$ cat src/pkg/cfr_pkg.sv
// Package of constants and types for the overcurrent fault response block.
package cfr_pkg;

   // ----------------------------------------------------------------------
   // Response byte field layout
   // ----------------------------------------------------------------------
   localparam int RESP_MSB  = 7;
   localparam int RESP_LSB  = 6;
   localparam int RETRY_MSB = 5;
   localparam int RETRY_LSB = 3;
   localparam int DELAY_MSB = 2;
   localparam int DELAY_LSB = 0;

   localparam logic [1:0] RESP_CONST_CURRENT = 2'h0;
   localparam logic [1:0] RESP_LIMIT_UV      = 2'h1;
   localparam logic [1:0] RESP_LIMIT_TIMED   = 2'h2;
   localparam logic [1:0] RESP_SHUTDOWN      = 2'h3;

   localparam logic [2:0] RETRY_NONE     = 3'h0;
   localparam logic [2:0] RETRY_FOREVER  = 3'h7;

   // ----------------------------------------------------------------------
   // Timing
   // ----------------------------------------------------------------------
   localparam int CLK_PERIOD_NS   = 25;
   localparam int DELAY_UNIT_NS   = 1000000;
   localparam int DELAY_UNIT_CYC  = DELAY_UNIT_NS / CLK_PERIOD_NS;
   localparam int BUS_QUARTER_NS  = 2500;
   localparam int BUS_QUARTER_CYC = BUS_QUARTER_NS / CLK_PERIOD_NS;

   // ----------------------------------------------------------------------
   // Notice packet and summary status word
   // ----------------------------------------------------------------------
   localparam logic [6:0] HOST_ADDR      = 7'h08;
   localparam int         STATUS_OC_BIT  = 4;
   localparam int         STATUS_OFF_BIT = 6;
   localparam int         N_ASYNC        = 5;

   typedef enum logic [5:0] {
      ST_OFF   = 6'h01,
      ST_RUN   = 6'h02,
      ST_LIMIT = 6'h04,
      ST_WAIT  = 6'h08,
      ST_TRY   = 6'h10,
      ST_LATCH = 6'h20
   } cfr_state_e;

   typedef enum logic [3:0] {
      TX_IDLE  = 4'h1,
      TX_START = 4'h2,
      TX_BIT   = 4'h4,
      TX_STOP  = 4'h8
   } cfr_tx_state_e;

endpackage : cfr_pkg

$ cat src/pkg/cfr_tx_if.sv
// Interface between the fault controller and the notice transmitter.
`timescale 1ns/100ps
interface cfr_tx_if;
   logic        start;
   logic [15:0] word;
   logic [6:0]  dev_addr;
   logic        busy;
   logic        done;
   logic        ok;

   modport ctrl (output start, output word, output dev_addr,
                 input busy, input done, input ok);
   modport tx   (input start, input word, input dev_addr,
                 output busy, output done, output ok);
endinterface : cfr_tx_if

$ cat src/design/cfr_notify_tx.sv
// Two-wire bus master that sends one notice packet to the host.
`timescale 1ns/100ps
module cfr_notify_tx
   import cfr_pkg::*;
(
   input  wire logic clk,
   input  wire logic srst,
   cfr_tx_if.tx      link,
   input  wire logic scl_f,
   input  wire logic sda_f,
   output logic      scl_oe,
   output logic      sda_oe
);

   cfr_tx_state_e st_reg, st_next;
   logic [7:0]  q_cnt_reg, q_cnt_next;
   logic        tick;
   logic [1:0]  ph_reg, ph_next;
   logic [1:0]  byte_reg, byte_next;
   logic [3:0]  bit_reg, bit_next;
   logic [15:0] word_reg, word_next;
   logic [6:0]  addr_reg, addr_next;
   logic        scl_oe_reg, scl_oe_next;
   logic        sda_oe_reg, sda_oe_next;
   logic        done_reg, done_next;
   logic        ok_reg, ok_next;
   logic [7:0]  cur_byte;
   logic        cur_bit;

   assign tick   = (q_cnt_reg == 8'(BUS_QUARTER_CYC - 1));
   assign scl_oe = scl_oe_reg;
   assign sda_oe = sda_oe_reg;
   assign link.busy = (st_reg != TX_IDLE);
   assign link.done = done_reg;
   assign link.ok   = ok_reg;

   always_comb
   begin
      case (byte_reg)
         2'h0:    cur_byte = {HOST_ADDR, 1'b0};
         2'h1:    cur_byte = {addr_reg, 1'b0};
         2'h2:    cur_byte = word_reg[7:0];
         default: cur_byte = word_reg[15:8];
      endcase
      cur_bit = cur_byte[3'(7 - bit_reg[2:0])];
   end

   // ----------------------------------------------------------------------
   // Bit sequencer
   // ----------------------------------------------------------------------
   always_comb
   begin
      st_next     = st_reg;
      q_cnt_next  = tick ? 8'h00 : q_cnt_reg + 8'h01;
      ph_next     = ph_reg;
      byte_next   = byte_reg;
      bit_next    = bit_reg;
      word_next   = word_reg;
      addr_next   = addr_reg;
      scl_oe_next = scl_oe_reg;
      sda_oe_next = sda_oe_reg;
      done_next   = 1'b0;
      ok_next     = ok_reg;
      case (st_reg)
         TX_IDLE:
         begin
            q_cnt_next = 8'h00;
            ph_next    = 2'h0;
            if (link.start && scl_f && sda_f)
            begin
               st_next   = TX_START;
               word_next = link.word;
               addr_next = link.dev_addr;
               byte_next = 2'h0;
               bit_next  = 4'h0;
            end
         end
         TX_START:
            if (tick)
            begin
               ph_next = ph_reg + 2'h1;
               if (ph_reg == 2'h0)
                  sda_oe_next = 1'b1;
               else
               begin
                  scl_oe_next = 1'b1;
                  ph_next     = 2'h0;
                  st_next     = TX_BIT;
               end
            end
         TX_BIT:
            if (tick && (ph_reg != 2'h2 || scl_f))
            begin
               ph_next = ph_reg + 2'h1;
               case (ph_reg)
                  2'h0:    sda_oe_next = (bit_reg == 4'h8) ? 1'b0 : ~cur_bit;
                  2'h1:    scl_oe_next = 1'b0;
                  2'h2:
                     if (bit_reg != 4'h8 && !sda_oe_reg && !sda_f)
                     begin
                        st_next     = TX_IDLE;
                        sda_oe_next = 1'b0;
                        done_next   = 1'b1;
                        ok_next     = 1'b0;
                     end
                     else if (bit_reg == 4'h8 && sda_f)
                     begin
                        ok_next = 1'b0;
                        st_next = TX_STOP;
                        ph_next = 2'h0;
                        scl_oe_next = 1'b1;
                     end
                  default:
                  begin
                     scl_oe_next = 1'b1;
                     bit_next    = bit_reg + 4'h1;
                     if (bit_reg == 4'h8)
                     begin
                        bit_next  = 4'h0;
                        byte_next = byte_reg + 2'h1;
                        if (byte_reg == 2'h3)
                        begin
                           ok_next = 1'b1;
                           st_next = TX_STOP;
                        end
                     end
                  end
               endcase
            end
         TX_STOP:
            if (tick && (ph_reg != 2'h2 || scl_f))
            begin
               ph_next = ph_reg + 2'h1;
               case (ph_reg)
                  2'h0:    sda_oe_next = 1'b1;
                  2'h1:    scl_oe_next = 1'b0;
                  default:
                  begin
                     sda_oe_next = 1'b0;
                     done_next   = 1'b1;
                     st_next     = TX_IDLE;
                  end
               endcase
            end
         default: st_next = TX_IDLE;
      endcase
   end

   always_ff @(posedge clk)
   begin
      if (srst)
      begin
         st_reg     <= TX_IDLE;
         q_cnt_reg  <= 8'h00;
         ph_reg     <= 2'h0;
         byte_reg   <= 2'h0;
         bit_reg    <= 4'h0;
         word_reg   <= 16'h0000;
         addr_reg   <= 7'h00;
         scl_oe_reg <= 1'b0;
         sda_oe_reg <= 1'b0;
         done_reg   <= 1'b0;
         ok_reg     <= 1'b0;
      end
      else
      begin
         st_reg     <= st_next;
         q_cnt_reg  <= q_cnt_next;
         ph_reg     <= ph_next;
         byte_reg   <= byte_next;
         bit_reg    <= bit_next;
         word_reg   <= word_next;
         addr_reg   <= addr_next;
         scl_oe_reg <= scl_oe_next;
         sda_oe_reg <= sda_oe_next;
         done_reg   <= done_next;
         ok_reg     <= ok_next;
      end
   end

endmodule : cfr_notify_tx

$ cat src/design/cfr_fault_ctrl.sv
// Overcurrent fault response, restart policy and host notification.
`timescale 1ns/100ps
// Notes on behaviour
// - Every response sets fault bit and notifies host.
// - Fault bit stays set until explicitly cleared.
// - Code 00 limits current forever.
// - Code 01 limits until voltage drops, then shuts.
// - Code 10 limits for delay, then retry policy.
// - Code 11 shuts down at once, then retry policy.
// - Retry 000 never restarts; stays off.
// - Retry 1..6 attempts, then latched off.
// - Restart starts spaced by delay count units.
// - Retry 111 restarts until commanded off.
// - Delay field counts units for both timings.
// - Only one notification method is used.
// - No repeat notice until host reads status.
// - Device acts as bus master to send notice.
// - Notice data equals summary status word.
// - Shutdown clears by reset, off-on or power.
module cfr_fault_ctrl
   import cfr_pkg::*;
#(
   parameter int unsigned DELAY_UNIT_CYCLES = DELAY_UNIT_CYC
)
(
   input  wire logic        clk,
   input  wire logic        srst,
   input  wire logic [7:0]  overcurrent_response_setting,
   input  wire logic        oc_detect,
   input  wire logic        uv_detect,
   input  wire logic        fault_reset_pin,
   input  wire logic        enable_cmd,
   input  wire logic        status_read,
   input  wire logic        status_clear,
   input  wire logic [15:0] other_status,
   input  wire logic [6:0]  device_addr,
   input  wire logic        scl_in,
   input  wire logic        sda_in,
   output logic             scl_out,
   output logic             scl_oe,
   output logic             sda_out,
   output logic             sda_oe,
   output logic             output_enable,
   output logic             current_limit_en,
   output logic             oc_fault_status,
   output logic [15:0]      status_word
);

   cfr_tx_if tx ();

   logic [N_ASYNC-1:0] s1_reg, s2_reg, s3_reg, filt_reg, filt_next;
   logic               oc_f, uv_f, rst_f, scl_f, sda_f;
   logic               oc_d_reg, rst_d_reg;
   logic [1:0]         resp;
   logic [2:0]         retry, delay;

   assign resp  = overcurrent_response_setting[RESP_MSB:RESP_LSB];
   assign retry = overcurrent_response_setting[RETRY_MSB:RETRY_LSB];
   assign delay = overcurrent_response_setting[DELAY_MSB:DELAY_LSB];
   assign {sda_f, scl_f, rst_f, uv_f, oc_f} = filt_reg;

   // ----------------------------------------------------------------------
   // Input synchronisers; a level counts once stages two and three agree
   // ----------------------------------------------------------------------
   always_comb
   begin
      for (int i = 0; i < N_ASYNC; i++)
         filt_next[i] = (s2_reg[i] == s3_reg[i]) ? s3_reg[i] : filt_reg[i];
   end

   always_ff @(posedge clk)
   begin
      if (srst)
      begin
         s1_reg    <= '0;
         s2_reg    <= '0;
         s3_reg    <= '0;
         filt_reg  <= '0;
         oc_d_reg  <= 1'b0;
         rst_d_reg <= 1'b0;
      end
      else
      begin
         s1_reg    <= {sda_in, scl_in, fault_reset_pin, uv_detect, oc_detect};
         s2_reg    <= s1_reg;
         s3_reg    <= s2_reg;
         filt_reg  <= filt_next;
         oc_d_reg  <= oc_f;
         rst_d_reg <= rst_f;
      end
   end

   // ----------------------------------------------------------------------
   // Delay unit divider and unit timer
   // ----------------------------------------------------------------------
   logic [31:0] unit_cnt_reg, unit_cnt_next;
   logic [2:0]  tmr_reg, tmr_next;
   logic        tmr_load, unit_tick;

   assign unit_tick = (unit_cnt_reg == DELAY_UNIT_CYCLES - 1);

   always_comb
   begin
      unit_cnt_next = unit_tick ? 32'h0 : unit_cnt_reg + 32'h1;
      tmr_next      = tmr_reg;
      if (tmr_load)
      begin
         unit_cnt_next = 32'h0;
         tmr_next      = delay;
      end
      else if (unit_tick && tmr_reg != 3'h0)
         tmr_next = tmr_reg - 3'h1;
   end

   always_ff @(posedge clk)
   begin
      if (srst)
      begin
         unit_cnt_reg <= 32'h0;
         tmr_reg      <= 3'h0;
      end
      else
      begin
         unit_cnt_reg <= unit_cnt_next;
         tmr_reg      <= tmr_next;
      end
   end

   // ----------------------------------------------------------------------
   // Fault response state machine
   // ----------------------------------------------------------------------
   cfr_state_e st_reg, st_next;
   logic [2:0] tries_reg, tries_next;
   logic       out_reg, out_next, lim_reg, lim_next;
   logic       shut, clear_evt, en_d_reg;

   // A reset pulse or an off-to-on command clears a latched shutdown.
   assign clear_evt = (rst_f && !rst_d_reg) || (enable_cmd && !en_d_reg);

   always_comb
   begin
      st_next    = st_reg;
      tries_next = tries_reg;
      out_next   = out_reg;
      lim_next   = lim_reg;
      tmr_load   = 1'b0;
      shut       = 1'b0;
      case (st_reg)
         ST_OFF:
         begin
            st_next  = ST_RUN;
            out_next = 1'b1;
         end
         ST_RUN, ST_TRY:
            if (oc_f)
            begin
               if (resp == RESP_SHUTDOWN)
                  shut = 1'b1;
               else
               begin
                  st_next  = ST_LIMIT;
                  lim_next = 1'b1;
                  tmr_load = 1'b1;
               end
            end
            else if (st_reg == ST_TRY && tmr_reg == 3'h0)
            begin
               st_next    = ST_RUN;
               tries_next = 3'h0;
            end
         ST_LIMIT:
            if (!oc_f)
            begin
               st_next  = ST_RUN;
               lim_next = 1'b0;
            end
            else if (resp == RESP_LIMIT_UV && uv_f)
               shut = 1'b1;
            else if (resp == RESP_LIMIT_TIMED && tmr_reg == 3'h0)
               shut = 1'b1;
            else if (resp == RESP_SHUTDOWN)
               shut = 1'b1;
         ST_WAIT:
            if (tmr_reg == 3'h0)
            begin
               st_next  = ST_TRY;
               out_next = 1'b1;
               tmr_load = 1'b1;
               if (retry != RETRY_FOREVER)
                  tries_next = tries_reg + 3'h1;
            end
         ST_LATCH:
            out_next = 1'b0;
         default:
         begin
            st_next  = ST_OFF;
            out_next = 1'b0;
         end
      endcase
      if (shut)
      begin
         out_next = 1'b0;
         lim_next = 1'b0;
         if (retry == RETRY_NONE)
            st_next = ST_LATCH;
         else if (retry != RETRY_FOREVER && tries_reg >= retry)
            st_next = ST_LATCH;
         else
         begin
            st_next  = ST_WAIT;
            tmr_load = 1'b1;
         end
      end
      if (!enable_cmd)
      begin
         st_next    = ST_OFF;
         out_next   = 1'b0;
         lim_next   = 1'b0;
         tries_next = 3'h0;
      end
      else if (clear_evt && (st_reg == ST_LATCH || st_reg == ST_WAIT))
      begin
         st_next    = ST_RUN;
         out_next   = 1'b1;
         tries_next = 3'h0;
      end
   end

   always_ff @(posedge clk)
   begin
      if (srst)
      begin
         st_reg    <= ST_OFF;
         tries_reg <= 3'h0;
         out_reg   <= 1'b0;
         lim_reg   <= 1'b0;
         en_d_reg  <= 1'b0;
      end
      else
      begin
         st_reg    <= st_next;
         tries_reg <= tries_next;
         out_reg   <= out_next;
         lim_reg   <= lim_next;
         en_d_reg  <= enable_cmd;
      end
   end

   // ----------------------------------------------------------------------
   // Fault status and direct notification
   // ----------------------------------------------------------------------
   logic        flt_reg, flt_next, told_reg, told_next;
   logic        pend_reg, pend_next, go_reg, go_next;
   logic [15:0] sw_reg, sw_next;

   always_comb
   begin
      // Hardware set wins over a clear in the same cycle.
      flt_next  = (flt_reg && !status_clear) || oc_f;
      told_next = told_reg && !status_read;
      pend_next = pend_reg;
      go_next   = 1'b0;
      if (tx.done && tx.ok)
         pend_next = 1'b0;
      if (oc_f && !oc_d_reg && (!told_reg || status_read))
      begin
         pend_next = 1'b1;
         told_next = 1'b1;
      end
      if (pend_reg && !tx.busy && !go_reg && !(tx.done && tx.ok))
         go_next = 1'b1;
      sw_next = other_status;
      sw_next[STATUS_OC_BIT]  = flt_next;
      sw_next[STATUS_OFF_BIT] = !out_next;
   end

   always_ff @(posedge clk)
   begin
      if (srst)
      begin
         flt_reg  <= 1'b0;
         told_reg <= 1'b0;
         pend_reg <= 1'b0;
         go_reg   <= 1'b0;
         sw_reg   <= 16'h0000;
      end
      else
      begin
         flt_reg  <= flt_next;
         told_reg <= told_next;
         pend_reg <= pend_next;
         go_reg   <= go_next;
         sw_reg   <= sw_next;
      end
   end

   // Only the direct bus-master notice is built; no alert line exists.
   assign tx.start    = go_reg;
   assign tx.word     = sw_reg;
   assign tx.dev_addr = device_addr;

   cfr_notify_tx u_tx (
      .clk    (clk),
      .srst   (srst),
      .link   (tx),
      .scl_f  (scl_f),
      .sda_f  (sda_f),
      .scl_oe (scl_oe),
      .sda_oe (sda_oe)
   );

   assign scl_out          = 1'b0;
   assign sda_out          = 1'b0;
   assign output_enable    = out_reg;
   assign current_limit_en = lim_reg;
   assign oc_fault_status  = flt_reg;
   assign status_word      = sw_reg;

endmodule : cfr_fault_ctrl

$ cat config.mk
export PLATFORM = sky130hd
export DESIGN_NAME = cfr_fault_ctrl
export DESIGN_NICKNAME = d
export VERILOG_FILES = /design/src/pkg/cfr_pkg.sv /design/src/pkg/cfr_tx_if.sv /design/src/design/cfr_notify_tx.sv /design/src/design/cfr_fault_ctrl.sv
export SDC_FILE = /design/constraint.sdc
export NUM_CORES = 1
export LEC_CHECK = 0
export ABC_AREA = 1
export CAP_MARGIN = 20
export CORE_MARGIN = 5
export CORE_UTILIZATION = 60
export CTS_CLUSTER_DIAMETER = 80
export CTS_CLUSTER_SIZE = 25
export DETAILED_ROUTE_END_ITERATION = 6
export DONT_BUFFER_PORTS = 1
export GPL_TIMING_DRIVEN = 0
export PLACE_DENSITY_LB_ADDON = 0.1
export SYNTH_ARGS = -nofsm -noshare
export SYNTH_HDL_FRONTEND = slang
export SYNTH_SLANG_ARGS = --single-unit
export TNS_END_PERCENT = 1
$ cat constraint.sdc
create_clock -name clk -period 2.5 [get_ports clk]
set_input_delay 0.375 -clock clk [delete_from_list [all_inputs] [get_ports clk]]
set_output_delay 0.375 -clock clk [all_outputs]
set_load 0.03 [all_outputs]
Word level (Yosys, flattened, before mapping)
Index checks and enable logic that the tools add are counted.
W data, S select, Z words.
- register bits: 136
- bits of input ports: 41
- output and inout port bits: 23
- word-level logic and storage cells: 294
- $add $sub $neg: 8
- order comparisons: 2
- eq/ne operators: 68
- multiplexer cells: 105
- bitwise operators: 3
- reductions and logical operators: 74
- operator list (kind ; count):
    $mux W4 ; 14
    $mux W6 ; 8
    $mux W1 ; 45
    $add A32 B1 Y32 const B ; 1
    $eq A32 B16 Y1 const B ; 1
    $ne A2 B2 Y1 const B ; 15
    $pmux W6 S5 ; 1
    $mux W2 ; 12
    $pmux W8 S3 ; 1
    $logic_and A1 B1 Y1 ; 22
    $reduce_and A5 Y1 ; 4
    $mux W3 ; 6
    $reduce_or A3 Y1 ; 6
    $ne A4 B4 Y1 const B ; 4
    $pmux W4 S2 ; 2
    $pmux W4 S4 ; 1
    $ne A2 B1 Y1 const B ; 7
    $pmux W1 S2 ; 7
    $reduce_bool A2 Y1 ; 7
    $logic_not A1 Y1 ; 12
    $ne A3 B1 Y1 const B ; 4
    $ne A3 B3 Y1 const B ; 4
    $pmux W1 S3 ; 4
    $reduce_and A4 Y1 ; 3
    43 further kinds ; 69

Depth between registers and ports, before layout
- depth in word-level cells: 10
- mapped depth: 14
- depth with buffers taken out: 14

Hierarchy
Synthesis repeated with hierarchy kept, for this count alone.
- cells, all modules: 985
- area, all modules: 6977.9 um2
- modules (own cells, without submodules) (module ; times used ; cells an instance ; area an instance (um2) ; sequential area each (um2)):
    cfr_fault_ctrl ; 1 ; 567 ; 4189.0 ; 1761.7
    cfr_notify_tx ; 1 ; 418 ; 2788.9 ; 940.9

Least setup slack after synthesis
OpenSTA, ideal clock, no wires.
- path kind: input-to-reg
- start: input port overcurrent_response_setting[5]
- end: register unit_cnt_reg[12]
- library setup time: 0.122 ns
- arrival: 1.585 ns
- data required time: 2.378 ns
- setup slack: 0.793 ns
- cell stages on the path: 10
- buffers on the path: 1
- cells stage by stage: inv_1 ha_1 a21oi_1 nand3_1 a21o_1 nor2_4 nor2_8 nand2_8 buf_6 a21oi_2
- word-level cells in the longest chain between the ends: 6
- elaborated cells between the ends (all ways): 8
- classes of those cells: order compare (1); eq/ne (1); mux (3); reduce/logical (3)
- RTL lines (item ; RTL line ; RTL):
    from (decl) ; cfr_fault_ctrl.sv:28 ; input wire logic [7:0] overcurrent_response_setting,
    $ge A3 B3 Y1 or $ne A3 B3 Y1 (tied branches) ; cfr_fault_ctrl.sv:206 ; else if (retry != RETRY_FOREVER && tries_reg >= retry)
    $logic_and A1 B1 Y1 ; cfr_fault_ctrl.sv:206 ;
    $mux W1 ; cfr_fault_ctrl.sv:206 ;
    $mux W1 * ; cfr_fault_ctrl.sv:204 ; if (retry == RETRY_NONE)
    $mux W1 * ; cfr_fault_ctrl.sv:200 ; if (shut)
    $reduce_or A3 Y1 (no source line) * ; - ;
    to (signal assigned) ; cfr_fault_ctrl.sv:124 ; unit_cnt_reg <= unit_cnt_next;
    to (decl) ; cfr_fault_ctrl.sv:96 ; logic [31:0] unit_cnt_reg, unit_cnt_next;
Every way passes the cells marked *; elsewhere a longest branch is shown, timed or not.
A chain may end at the register's enable or synchronous reset.

Final worst setup path
- start: register u_tx.bit_reg[1]
- end: register u_tx.st_reg[2]
- word-level cells in the longest chain between the ends: 7
- elaborated cells between the ends (all ways): 12
- classes of those cells: eq/ne (4); mux (4); reduce/logical (4)
- RTL lines (item ; RTL line ; RTL):
    from (decl) ; cfr_notify_tx.sv:20 ; logic [3:0] bit_reg, bit_next;
    from (signal assigned) ; cfr_notify_tx.sv:171 ; bit_reg <= bit_next;
    $ne A4 B4 Y1 ; cfr_notify_tx.sv:99 ; if (bit_reg != 4'h8 && !sda_oe_reg && !sda_f)
    $logic_and A1 B1 Y1 (2 in series) ; cfr_notify_tx.sv:99 ;
    $mux W4 ; cfr_notify_tx.sv:99 ;
    $pmux W4 S2 ; cfr_notify_tx.sv:95 ; case (ph_reg)
    $mux W4 ; cfr_notify_tx.sv:92 ; if (tick && (ph_reg != 2'h2 || scl_f))
    $pmux W4 S4 ; cfr_notify_tx.sv:64 ; case (st_reg)
    to (signal assigned) ; cfr_notify_tx.sv:167 ; st_reg <= st_next;
    to (decl) ; cfr_notify_tx.sv:15 ; cfr_tx_state_e st_reg, st_next;
Several ways; a longest one is shown, not always the timed one. The select of a mux whose other input is x is not followed.

==> out/qor.txt <==
Initial core utilization: 0.612
Final setup viols: 0
Worst path max stage delay: 0.40 ns
Fin nets: 1,044
Clk sinks: 135
RePlAce Congestion: 0.939
Vias in the first global route: 5,899
First-pass GRT wire length: 26.8 mm
Max-slew violations: 0
Synthesized cell area: 6600 um2
GR Overflow Total: 0
Post-route clock period utilization: 0.807
WP data arrival: 2.43 ns
Setup TNS Final: 0 ns
P per Cell Area: 666 nW/um2
Worst r2r src: u_tx.bit_reg[1]
Setup bufs post-CTS: 0
Clk buf depth: 2
CTS Buf Count: 17
Capturing point of the worst reg2reg path: u_tx.st_reg[2]
DR pass1 iterations: 7
Die area: 13,200 um2
# IOs: 64
Asr flop ratio synth: 0
Largest net degree at the start of global routing: 17
Prevailing post-synth register cell: dfxtp_1
#FFs+latches synth: 135
Critical-path top delay cell: dfxtp_1
Width of the die: 115 um
Die Span Y: 115 um
Worst min-delay path category: in -> reg
Sequential share of the synthesized area: 0.409
Synth area leaders: dfxtp_1 (41%), nand2_1 (9.6%), nor2_1 (9.6%), inv_1 (7.4%), nand3_1 (5.2%)
GR Util All Layers: 0.252
Peak supply drop: 0.663 mV
Synth Warn #: 0
Largest register FFs: 32
Worst Hold Slack: 0.0253 ns
Synth Instances: 935
Antenna diodes: 0
Worst skew pair latency: 0.53 ns
Non-Filler Instances: 1,137
Drt total wl: 15.8 mm
Least-Margin Pin Slew: 0.585 ns
CP cell instances: clkinv_1 > ha_1 > nand3_1 > nand3_1 > o21ai_0 > nand2_1 > nand2_1 > nand3_1 > o21ai_0 > nor2_1
Post-synth top area share: 0.409
Via/cell ratio: 5.36
Worst-path clk slew: 0.06 ns
Total number of vias: 6,091
Status: finished with violations
Cell class contributing the biggest share of worst-path delay: simple AND/OR/NAND/NOR gates
Syn_area_per_cell: 7.06 um2
Layout cell share with drive strength beyond 1: 0.101
Static Leak: 3.22 nW
Antenna violations before repair: 0
Period minus WS final: 2.02 ns
Setup slack after layout: 0.482 ns
Residual DRC: 3
Max Clk Rate: 496 MHz
Initial DRC Count: 558
Distinct cells, synth: 42
Remaining antenna violation count: 0
Core ar.: 10,800 um2
CP Buf/Inv Count: 1
Critical path endpoint category: flop
Layout Skew: 0.0120 ns
Cells after DPL: 1,076
R2R cell count: 10
Area leader, netlist: dfxtp_1
Fin. Hold Viols: 0
CP Data Required Time: 2.92 ns
Failing checks: design-rule violations
Hold EP: en_d_reg
EDFF count, synth: 0
CTS tree: built
Wire per inst: 13.9 um
Unrepaired setup endpoints after global routing: no
FF-to-FF setup slack: 0.48 ns
Num rows: 38
Startpoint types: flop
I/O Buffers: 0
Tot Pwr: 5.10 mW
Area grow syn2layout: 16.0%
Dpl ws: 0.524 ns
Max-slew headroom: 0.610
Min-delay src: enable_cmd
Worst hold path depth: 2
Setup Crit Path Kind: reg -> reg
MaxCap Viol Count: 0
Most frequent cells in the layout: nand2_1 (169), nor2_1 (169), dfxtp_1 (135), inv_1 (130), nand3_1 (69)
Placed wire-length estimate: 11.2 mm
Crit path max fanout: 9
Crit-path most repeated cell: nand3_1
H-tree Lvls: 4
Clock root buffer: clkbuf_8
kinds of logic after synthesis:
| logic type | Yosys count | synth area share |
|---|---|---|
| and+or+nand+nor | 486 | 0.333 |
| buffers and inverters | 160 | 0.0964 |
| DFF | 135 | 0.409 |
| AOI/OAI and AO/OA | 120 | 0.106 |
| adders and majority gates | 19 | 0.0360 |
| xor gates and xnor gates | 14 | 0.0186 |
| other | 1 | 0.000568 |
layer usage:
metal | up-vias | routed length, um | global-route usage
met5 | - | 0 | 0
met4 | 0 | 400 | 0.0994
met3 | 41 | 1040 | 0.0626
met2 | 185 | 7300 | 0.412
met1 | 2809 | 7020 | 0.320
li1 | 3056 | - | -
synthesized netlist by cell type, types with 8 or more instances:
| library cell | n |
|---|---|
| inv_1 | 130 |
| clkbuf_1 | 12 |
| nor3_1 | 15 |
| nor2_2 | 9 |
| a21oi_2 | 19 |
| nor2_1 | 169 |
| nand3_1 | 69 |
| nand4_1 | 14 |
| a21oi_1 | 43 |
| dfxtp_1 | 135 |
| ha_1 | 19 |
| xor2_1 | 8 |
| nand2_1 | 169 |
| o21ai_0 | 43 |
power by group:
| part | internal (mW) | switching (mW) |
|---|---|---|
| combinational | 0.128 | 0.224 |
| sequential | 2.21 | 0.0731 |
| clock | 1.54 | 0.928 |
| total | 3.88 | 1.23 |
area by class of cell:
| class | count | area, um2 |
|---|---|---|
| sequential | 135 | 2700 |
| clock inverter | 12 | 151 |
| clock buffer | 20 | 435 |
| multi-input combinational | 641 | 3270 |
| tap | 140 | 175 |
| timing repair buffer | 29 | 290 |
| fill | 855 | 3130 |
| inverter | 138 | 518 |
| buffer | 22 | 119 |
worst max-delay path by stage:
| stage | startpoint | endpoint | depth (start not counted) |
|---|---|---|---|
| after floorplan | overcurrent_response_setting[5] | unit_cnt_reg[12] | 10 |
| after global placement | u_tx.bit_reg[1] | u_tx.st_reg[2] | 10 |
| after detailed placement | u_tx.bit_reg[0] | u_tx.st_reg[2] | 10 |
| after CTS | u_tx.bit_reg[1] | u_tx.st_reg[2] | 10 |
| after global routing | u_tx.bit_reg[0] | u_tx.st_reg[2] | 10 |
| final | u_tx.bit_reg[1] | u_tx.st_reg[2] | 10 |
repair_timing:
action	in CTS	in global routing
endpoints found under the setup margin	0	0
resized for setup	0	0
hold buffers	29	0
hold endpoints to repair	30	0
per-stage QoR:
step / utilization / cell area (um2)
after CTS: 0.710 / 7660
after global routing: 0.710 / 7660
final: 0.710 / 7660
after detailed placement: 0.628 / 6780
after floorplan: - / 6610
after global placement: 0.628 / 6780
No activity file was read; power rests on OpenSTA's default activity.
